--- src/sbm_pkg.sv ---
package sbm_pkg;

  // depth of the synchroniser on every pin input
  localparam int SBM_SYNC_STAGES = 2;
  // width of a latency select field
  localparam int SBM_LAT_W = 2;
  // slots in the read and write latency pipes (latency 0..3)
  localparam int SBM_LAT_SLOTS = 4;
  // entries in the read data buffer
  localparam int SBM_BUF_DEPTH = 2;
  // deselect ticks inserted after a burst in address strobe mode
  localparam int SBM_DESEL_TICKS = 1;
  // strobe function select encodings
  localparam logic SBM_FN_ADDR_STROBE = 1'b0;
  localparam logic SBM_FN_READ_ENABLE = 1'b1;
  // value of an active low pin at rest and after reset
  localparam logic SBM_PIN_IDLE = 1'b1;
  // link clock period seen in the bench, in ns
  localparam int SBM_LINK_PERIOD_NS = 48;
  // system clock period, in ns
  localparam int SBM_SYS_PERIOD_NS = 5;

  // access sequencer states
  typedef enum logic [1:0] {
    ST_IDLE  = 2'b00,
    ST_READ  = 2'b01,
    ST_WRITE = 2'b10,
    ST_DESEL = 2'b11
  } sbm_state_e;

endpackage : sbm_pkg

--- src/sbm_rd_buf.sv ---
`timescale 1ns/1ps
// small fifo of registers; read data come straight from a register
module sbm_rd_buf #(
  parameter int WIDTH = 32,
  parameter int DEPTH = 2
) (
  // clock and reset
  input  wire logic                       i_sys_clk,
  input  wire logic                       i_sys_rst,
  // filling side
  input  wire logic                       i_in_valid,
  output logic                            o_in_ready,
  input  wire logic [WIDTH-1:0]           i_in_data,
  // draining side
  output logic                            o_out_valid,
  input  wire logic                       i_out_ready,
  output logic [WIDTH-1:0]                o_out_data,
  // fill level
  output logic [$clog2(DEPTH+1)-1:0]      o_count
);
  import sbm_pkg::*;

  localparam int PW = (DEPTH > 1) ? $clog2(DEPTH) : 1;
  localparam int CW = $clog2(DEPTH+1);

  logic [WIDTH-1:0] mem [DEPTH];       // storage words
  logic [PW-1:0]    wr_ptr;            // next slot to fill
  logic [PW-1:0]    rd_ptr;            // oldest slot
  logic [CW-1:0]    count;             // words held
  logic [PW-1:0]    next_wr_ptr;
  logic [PW-1:0]    next_rd_ptr;
  logic [CW-1:0]    next_count;
  logic             push;
  logic             pop;

  assign o_in_ready  = (count != CW'(DEPTH));
  assign o_out_valid = (count != '0);
  assign o_out_data  = mem[rd_ptr];
  assign o_count     = count;

  // pointer and level update
  always_comb begin
    push        = i_in_valid & o_in_ready;
    pop         = o_out_valid & i_out_ready;
    next_wr_ptr = wr_ptr;
    next_rd_ptr = rd_ptr;
    if (push) begin
      next_wr_ptr = (wr_ptr == PW'(DEPTH-1)) ? '0 : wr_ptr + 1'b1;
    end
    if (pop) begin
      next_rd_ptr = (rd_ptr == PW'(DEPTH-1)) ? '0 : rd_ptr + 1'b1;
    end
    next_count = count + CW'(push) - CW'(pop);
  end

  // registers; storage needs no reset
  always_ff @(posedge i_sys_clk) begin
    if (i_sys_rst) begin
      wr_ptr <= '0;
      rd_ptr <= '0;
      count  <= '0;
    end else begin
      wr_ptr <= next_wr_ptr;
      rd_ptr <= next_rd_ptr;
      count  <= next_count;
    end
    if (push) begin
      mem[wr_ptr] <= i_in_data;
    end
  end

endmodule : sbm_rd_buf

--- src/sbm_port.sv ---
`timescale 1ns/1ps
//
// Contract
// - read latency zero to three per space
// - write latency zero to three per space
// - strobe select clear: address strobe, deselects
// - strobe select set: read enable, no deselect
// - per space choice of external clock
// - extend clear: chip select drops after command
// - extend set: chip select follows output enable
// - shared pins carry strobe, enable, write
module sbm_port #(
  parameter int NUM_SPACES = 4,
  parameter int AW         = 20,
  parameter int DW         = 32,
  parameter int BW         = 4
) (
  // system clock and reset
  input  wire logic                              i_sys_clk,
  input  wire logic                              i_sys_rst,
  // the two external clocks, sampled here
  input  wire logic                              i_ext_clock_out_one,
  input  wire logic                              i_ext_clock_out_two,
  // per space configuration
  input  wire logic [NUM_SPACES-1:0][sbm_pkg::SBM_LAT_W-1:0]
                                                 i_read_latency_sel,
  input  wire logic [NUM_SPACES-1:0][sbm_pkg::SBM_LAT_W-1:0]
                                                 i_write_latency_sel,
  input  wire logic [NUM_SPACES-1:0]             i_strobe_function_sel,
  input  wire logic [NUM_SPACES-1:0]             i_sync_clock_sel,
  input  wire logic [NUM_SPACES-1:0]             i_chip_select_extend,
  // access requests
  input  wire logic                              i_req_valid,
  output logic                                   o_req_ready,
  input  wire logic                              i_req_write,
  input  wire logic [$clog2(NUM_SPACES)-1:0]     i_req_space,
  input  wire logic [AW-1:0]                     i_req_addr,
  input  wire logic [BW-1:0]                     i_req_be,
  input  wire logic [DW-1:0]                     i_req_wdata,
  // read data out
  output logic                                   o_rd_valid,
  input  wire logic                              i_rd_ready,
  output logic [DW-1:0]                          o_rd_data,
  // status
  output logic                                   o_busy,
  // memory pins
  output logic [NUM_SPACES-1:0]                  o_space_chip_select_n,
  output logic                                   o_addr_strobe_or_read_enable_n,
  output logic                                   o_sync_output_enable_n,
  output logic                                   o_sync_write_enable_n,
  output logic [AW-1:0]                          o_ext_addr_bus,
  output logic [BW-1:0]                          o_byte_lane_strobes,
  input  wire logic [DW-1:0]                     i_ext_data_bus,
  output logic [DW-1:0]                          o_ext_data_bus,
  output logic                                   o_ext_data_bus_oe
);
  import sbm_pkg::*;

  localparam int SW = $clog2(NUM_SPACES);
  localparam int CW = $clog2(SBM_BUF_DEPTH+1);

  // synchronisers: stage one is read only by stage two
  logic [1:0]    clk_s1;
  logic [1:0]    clk_s2;
  logic [1:0]    clk_s3;              // edge history, fed from stage two
  logic [DW-1:0] dq_s1;
  logic [DW-1:0] dq_s2;
  logic [1:0]    clk_rise;

  always_ff @(posedge i_sys_clk) begin
    if (i_sys_rst) begin
      clk_s1 <= '0;
      clk_s2 <= '0;
      clk_s3 <= '0;
      dq_s1  <= '0;
      dq_s2  <= '0;
    end else begin
      clk_s1 <= {i_ext_clock_out_two, i_ext_clock_out_one};
      clk_s2 <= clk_s1;
      clk_s3 <= clk_s2;
      dq_s1  <= i_ext_data_bus;
      dq_s2  <= dq_s1;
    end
  end

  // rising edge of each external clock, one cycle pulse
  assign clk_rise = clk_s2 & ~clk_s3;

  // sequencer state
  sbm_state_e                  state, next_state;
  logic [SW-1:0]               cur_space, next_cur_space;
  logic [SBM_LAT_SLOTS-1:0]    rd_shift, next_rd_shift;  // reads in flight
  logic [SBM_LAT_SLOTS-1:0]    wr_vld, next_wr_vld;      // writes pending
  logic [DW-1:0]               wr_dat [SBM_LAT_SLOTS];
  logic [DW-1:0]               next_wr_dat [SBM_LAT_SLOTS];
  // registered pins
  logic [NUM_SPACES-1:0]       ce_n, next_ce_n;
  logic                        ads_n, next_ads_n;
  logic                        oe_n, next_oe_n;
  logic                        we_n, next_we_n;
  logic [AW-1:0]               addr, next_addr;
  logic [BW-1:0]               be, next_be;
  logic [DW-1:0]               dq_out, next_dq_out;
  logic                        dq_oe, next_dq_oe;
  // decode terms
  logic [SW-1:0]               sel_space;     // space whose clock runs us
  logic                        tick;          // selected clock rose
  logic                        pipes_empty;
  logic                        space_ok;
  logic                        room;          // buffer can take one more
  logic                        can_take;
  logic                        issue;
  logic                        capture;
  logic [2:0]                  inflight;
  logic [CW-1:0]               buf_count;
  logic                        buf_in_ready;
  logic [SBM_LAT_W-1:0]        rl;
  logic [SBM_LAT_W-1:0]        wl;
  logic                        oe_on;

  // clock choice: the open access keeps its space's clock
  always_comb begin
    pipes_empty = ~|rd_shift & ~|wr_vld;
    sel_space   = (state == ST_IDLE && pipes_empty) ? i_req_space
                                                    : cur_space;
    tick        = clk_rise[i_sync_clock_sel[sel_space]];
  end

  // admission: same space and direction continues a burst
  always_comb begin
    inflight = 3'($countones(rd_shift)) + 3'(buf_count);
    room     = (inflight < 3'(SBM_BUF_DEPTH)) & buf_in_ready;
    unique case (state)
      ST_IDLE:  space_ok = pipes_empty;
      ST_READ:  space_ok = (i_req_space == cur_space) & ~i_req_write;
      ST_WRITE: space_ok = (i_req_space == cur_space) & i_req_write;
      ST_DESEL: space_ok = 1'b0;
    endcase
    can_take    = space_ok & (i_req_write | room);
    o_req_ready = tick & can_take;
    issue       = o_req_ready & i_req_valid;
    capture     = tick & rd_shift[0];
    rl          = i_read_latency_sel[i_req_space];
    wl          = i_write_latency_sel[i_req_space];
  end

  // sequencer next state
  always_comb begin
    next_state     = state;
    next_cur_space = cur_space;
    next_rd_shift  = rd_shift;
    next_wr_vld    = wr_vld;
    next_wr_dat    = wr_dat;
    if (tick) begin
      // latency pipes advance one slot per external clock
      next_rd_shift = rd_shift >> 1;
      next_wr_vld   = wr_vld >> 1;
      for (int i = 0; i < SBM_LAT_SLOTS - 1; i++) begin
        next_wr_dat[i] = wr_dat[i+1];
      end
      if (issue) begin
        next_cur_space = i_req_space;
        next_state     = i_req_write ? ST_WRITE : ST_READ;
        if (!i_req_write) begin
          // capture lands rl+1 ticks after the command
          next_rd_shift[rl] = 1'b1;
        end else if (wl != '0) begin
          // data goes out wl ticks after the command
          next_wr_vld[wl - 1'b1] = 1'b1;
          next_wr_dat[wl - 1'b1] = i_req_wdata;
        end
      end else begin
        unique case (state)
          ST_READ, ST_WRITE: begin
            // burst ended: burst memories get a deselect tick
            if (i_strobe_function_sel[cur_space] == SBM_FN_ADDR_STROBE) begin
              next_state = ST_DESEL;
            end else begin
              next_state = ST_IDLE;
            end
          end
          ST_DESEL: next_state = ST_IDLE;
          ST_IDLE:  next_state = ST_IDLE;
        endcase
      end
    end
  end

  always_ff @(posedge i_sys_clk) begin
    if (i_sys_rst) begin
      state     <= ST_IDLE;
      cur_space <= '0;
      rd_shift  <= '0;
      wr_vld    <= '0;
      for (int i = 0; i < SBM_LAT_SLOTS; i++) begin
        wr_dat[i] <= '0;
      end
    end else begin
      state     <= next_state;
      cur_space <= next_cur_space;
      rd_shift  <= next_rd_shift;
      wr_vld    <= next_wr_vld;
      wr_dat    <= next_wr_dat;
    end
  end

  // pin values, all changed only on the selected clock's rise
  always_comb begin
    next_ce_n   = ce_n;
    next_ads_n  = ads_n;
    next_oe_n   = oe_n;
    next_we_n   = we_n;
    next_addr   = addr;
    next_be     = be;
    next_dq_out = dq_out;
    next_dq_oe  = dq_oe;
    oe_on       = (issue & ~i_req_write) | (|next_rd_shift);
    if (tick) begin
      // output enable spans command to last capture
      next_oe_n  = ~oe_on;
      next_we_n  = ~(issue & i_req_write);
      next_ads_n = SBM_PIN_IDLE;
      next_ce_n  = {NUM_SPACES{SBM_PIN_IDLE}};
      if (issue) begin
        next_ce_n[i_req_space] = 1'b0;
        next_addr = i_req_addr;
        next_be   = i_req_be;
        if (i_strobe_function_sel[i_req_space] == SBM_FN_ADDR_STROBE) begin
          next_ads_n = 1'b0;
        end else begin
          next_ads_n = i_req_write;
        end
      end else if (i_chip_select_extend[cur_space] && oe_on) begin
        // fifo glue wants select held with output enable
        next_ce_n[cur_space] = 1'b0;
      end
      // write data drive: latency zero rides with the command
      if (issue && i_req_write && wl == '0) begin
        next_dq_out = i_req_wdata;
        next_dq_oe  = 1'b1;
      end else if (wr_vld[0]) begin
        next_dq_out = wr_dat[0];
        next_dq_oe  = 1'b1;
      end else begin
        next_dq_oe  = 1'b0;
      end
    end
  end

  always_ff @(posedge i_sys_clk) begin
    if (i_sys_rst) begin
      ce_n   <= {NUM_SPACES{SBM_PIN_IDLE}};
      ads_n  <= SBM_PIN_IDLE;
      oe_n   <= SBM_PIN_IDLE;
      we_n   <= SBM_PIN_IDLE;
      addr   <= '0;
      be     <= '0;
      dq_out <= '0;
      dq_oe  <= 1'b0;
    end else begin
      ce_n   <= next_ce_n;
      ads_n  <= next_ads_n;
      oe_n   <= next_oe_n;
      we_n   <= next_we_n;
      addr   <= next_addr;
      be     <= next_be;
      dq_out <= next_dq_out;
      dq_oe  <= next_dq_oe;
    end
  end

  // read data buffer; room is reserved at issue so a capture never stalls
  sbm_rd_buf #(
    .WIDTH (DW),
    .DEPTH (SBM_BUF_DEPTH)
  ) u_rd_buf (
    .i_sys_clk   (i_sys_clk),
    .i_sys_rst   (i_sys_rst),
    .i_in_valid  (capture),
    .o_in_ready  (buf_in_ready),
    .i_in_data   (dq_s2),
    .o_out_valid (o_rd_valid),
    .i_out_ready (i_rd_ready),
    .o_out_data  (o_rd_data),
    .o_count     (buf_count)
  );

  // pin drive
  assign o_space_chip_select_n          = ce_n;
  assign o_addr_strobe_or_read_enable_n = ads_n;
  assign o_sync_output_enable_n         = oe_n;
  assign o_sync_write_enable_n          = we_n;
  assign o_ext_addr_bus                 = addr;
  assign o_byte_lane_strobes            = be;
  assign o_ext_data_bus                 = dq_out;
  assign o_ext_data_bus_oe              = dq_oe;
  assign o_busy = (state != ST_IDLE) | ~pipes_empty;

endmodule : sbm_port

--- config.mk ---
export PLATFORM = sky130hd
export DESIGN_NAME = sbm_port
export DESIGN_NICKNAME = d
export VERILOG_FILES = /design/src/sbm_pkg.sv /design/src/sbm_rd_buf.sv /design/src/sbm_port.sv
export SDC_FILE = /design/constraint.sdc
export NUM_CORES = 1
export LEC_CHECK = 0
export ABC_AREA = 0
export BUFFER_PORTS_ARGS = -buffer_cell sky130_fd_sc_hd__buf_2
export CAP_MARGIN = 25
export CORE_MARGIN = 2
export CORE_UTILIZATION = 50
export CTS_BUF_LIST = sky130_fd_sc_hd__clkbuf_2
export CTS_CLUSTER_SIZE = 20
export DETAILED_ROUTE_END_ITERATION = 6
export PLACE_DENSITY = 0.82
export SYNTH_ARGS = -nofsm -noshare
export SYNTH_HDL_FRONTEND = slang
export SYNTH_SLANG_ARGS = --single-unit
--- constraint.sdc ---
create_clock -name i_sys_clk -period 20.7 [get_ports i_sys_clk]
set_clock_uncertainty 0.1 [all_clocks]
set_input_delay 5.175 -clock i_sys_clk [delete_from_list [all_inputs] [get_ports i_sys_clk]]
set_output_delay 5.175 -clock i_sys_clk [all_outputs]
set_load 0.05 [all_outputs]
==> qor.txt <==
Clk Tree Root Cell - clkbuf_2
register bit count reported by yosys - 343
CP Capture Type - output port
Max Slew Vio Count - 0
yosys warns - 0
Fill cells - 2317
post-synthesis cell type count - 52
Max Freq - 81.5 MHz
htree depth - 3
part of the power in registers - 46.0%
GP Congestion - 0.847
Power, Total - 1730 uW
Critical Path RT - 15.43 ns
number of global-route vias before repair - 9492
gate count of the mapped netlist - 1208
Combinational Power Share - 29.0%
post-cts resize count - 0
drt total wl - 28.5 mm
setup repair after global routing missed its margin - no
total I/O pin count - 224
PwrDens - 110 nW/um2
initial DRC count - 624
drt wl/cell - 15.1 um
status - complete, no violations
static leakage - 0.00602 uW
setup bufs post-CTS - 0
asr flop ratio synth - 0%
final period utilization - 59.3%
Avg Inst Size Synth - 11.5 um2
P_sw - 627 uW
DRC violations left - 0
TritonCTS Sinks - 343
core area - 27600 um2
clock transition at the registers of the reported paths - 0.10 ns
critical path launch point type - primary input
HP Class - reg -> reg
most frequent CP cell - buf_2
Switching Fraction - 36.2%
Die Ht - 171 um
CP cell instances - buf_2, mux4_2, mux2i_1, mux2i_4, o221a_2, buf_2
Clk pwr share - 25.0%
Hold-fix buffers, CTS - 0
Vias per Instance - 5.11
Final TNS setup - 0 ns
grt ovf - 0
critical path's largest stage delay - 0.56 ns
Worst Hold Margin - 0.284 ns
clk_lat worst skew - 0.84 ns
Initial Utilization - 50.4%
Worst-Margin Slew - 0.990 ns
gr usage total - 19.4%
Fin. Hold Viols - 0
iteration count of the initial detailed-routing pass - 5
vias - 9621
die area - 29100 um2
global-route wire length before repair - 45.7 mm
Die W - 171 um
Max-Cap Viols - 0
Area Overhead vs Synth - 14.0%
layout cells sized above 1 - 33.1%
final net count - 1575
initial antenna violation count - 4
row cnt - 61
largest net degree at the start of global routing - 135
Max-Slew Margin vs Limit - 34.0%
worst path arrival time - 7.00 ns
CTS Buf Count - 86
minimum clock period - 12.27 ns
Clock Tree Buf Depth - 3
crit path max fanout - 11
top_reg_cell synth - dfxtp_1
Max VDD drop - 0.0478 mV
number of nets with antenna violations after routing - 0
Synth Cell Area - 13900 um2
Finished Cell Area - 15800 um2
worst path bufs/invs - 2
TritonCTS clock tree - yes
Util after Layout - 57.4%
Final HPWL DP - 17.7 mm
CP max-delay cell - mux4_2
Crit Path Category - in -> out
Area after DPL - 15100 um2
Post-synth EDFFs - 64
Top delay family on crit path - multiplexers
Internal - 1110 uW
sequential fraction of the synthesis area - 54.1%
PortBufs - 223
final setup vio count - 0
Synth Net Count - 1342
[final timing paths]
check	start	to	slack, ns	cells after the start
worst min register to register	dq_s2[22]	u_rd_buf.mem[1][22]	0.28	0
worst min-delay path	dq_s2[22]	u_rd_buf.mem[1][22]	0.28	0
worst max-delay path	i_req_space[0]	o_req_ready	8.43	6
worst max register to register	rd_shift[0]	wr_dat[82]	15.69	10
[Yosys cell counts, drive strengths merged (2+ instances only)]
master / instances / area, um2
mux2: 34 / 383
nor2: 118 / 443
a21oi: 38 / 190
a311oi: 2 / 17.5
o21bai: 2 / 15.0
nor4: 2 / 12.5
buf: 45 / 342
and4bb: 2 / 28.8
edfxtp: 64 / 1920
clkbuf: 48 / 220
nor2b: 107 / 669
mux2i: 131 / 1310
nand2b: 34 / 215
a211oi: 98 / 946
o31ai: 4 / 30.0
o211ai: 2 / 28.8
nand2: 58 / 218
o22ai: 2 / 12.5
nor3: 11 / 88.8
a221oi: 33 / 483
o2111ai: 2 / 17.5
mux4: 8 / 184
o21ai: 10 / 61.3
fa: 2 / 40.0
dfxtp: 279 / 5590
and2: 2 / 12.5
ha: 7 / 87.6
xnor2: 4 / 35.0
inv: 48 / 180
xor2: 2 / 17.5
[metal layers]
| metal | wire length, um | vias up | GRT usage, % |
|---|---|---|---|
| met2 | 13400 | 250 | 32.0 |
| met5 | 13 | - | 0 |
| li1 | - | 4748 | - |
| met3 | 1640 | 58 | 5.16 |
| met4 | 702 | 2 | 8.40 |
| met1 | 12800 | 4563 | 24.1 |
[area by class of cell]
cell class / instances / area, um2 / area share [%]
clock buffers: 123 / 616 / 3.89
inverters: 48 / 180 / 1.14
clock inverters: 24 / 145 / 0.917
multi-input cells: 724 / 5660 / 35.7
repair buffers: 238 / 1240 / 7.83
flip-flops and latches: 343 / 7510 / 47.4
well taps: 378 / 473 / 2.99
diodes: 3 / 7.51 / 0.0474
[state kept, by name, indices dropped and copies added, names as in the netlist, 4 cells and up, named ones only]
signal / count
wr_dat: 96
u_rd_buf.mem: 64
dq_s1: 32
dq_s2: 32
o_ext_data_bus: 32
o_ext_addr_bus: 20
o_byte_lane_strobes: 4
o_space_chip_select_n: 4
rd_shift: 4
wr_vld: 4
[power by group through the flow]
stage / logic (uW) / registers [uW] / clock network, uW
4_1_cts: 506 / 797 / 452
2_1_floorplan: 382 / 835 / 0
6_report: 503 / 797 / 433
5_1_grt: 549 / 806 / 488
3_5_place_dp: 504 / 811 / 0
3_3_place_gp: 492 / 808 / 0
[cell usage in the layout (no fill, tap or decap), types with 8 or more instances in the layout]
cell,count
clkbuf_2,123
dfxtp_1,278
buf_2,222
a211oi_2,42
nor2b_1,107
mux2_2,34
inv_1,48
buf_4,15
a21oi_1,38
clkinv_1,17
a211oi_1,56
edfxtp_1,64
nor3_1,8
a221oi_2,31
o21ai_0,9
nand2_1,58
nor2_1,118
mux2i_1,130
nand2b_1,33
[through the flow]
stage	setup WS (ns)	std cells
2_1_floorplan	8.13	1208
3_3_place_gp	8.49	1731
3_5_place_dp	8.43	1731
4_1_cts	8.43	1878
5_1_grt	8.37	1880
6_report	8.43	1881
[logic make-up after synthesis]
family,count (synthesis),synth area share (%)
DFF,343,54.1
and+or+nand+nor,340,12.5
AOI/OAI and AO/OA,196,13.3
muxes,173,13.5
buffers and inverters,141,5.34
adders and majority gates,9,0.919
xor gates and xnor gates,6,0.378
(Power assumes the default switching activity.)
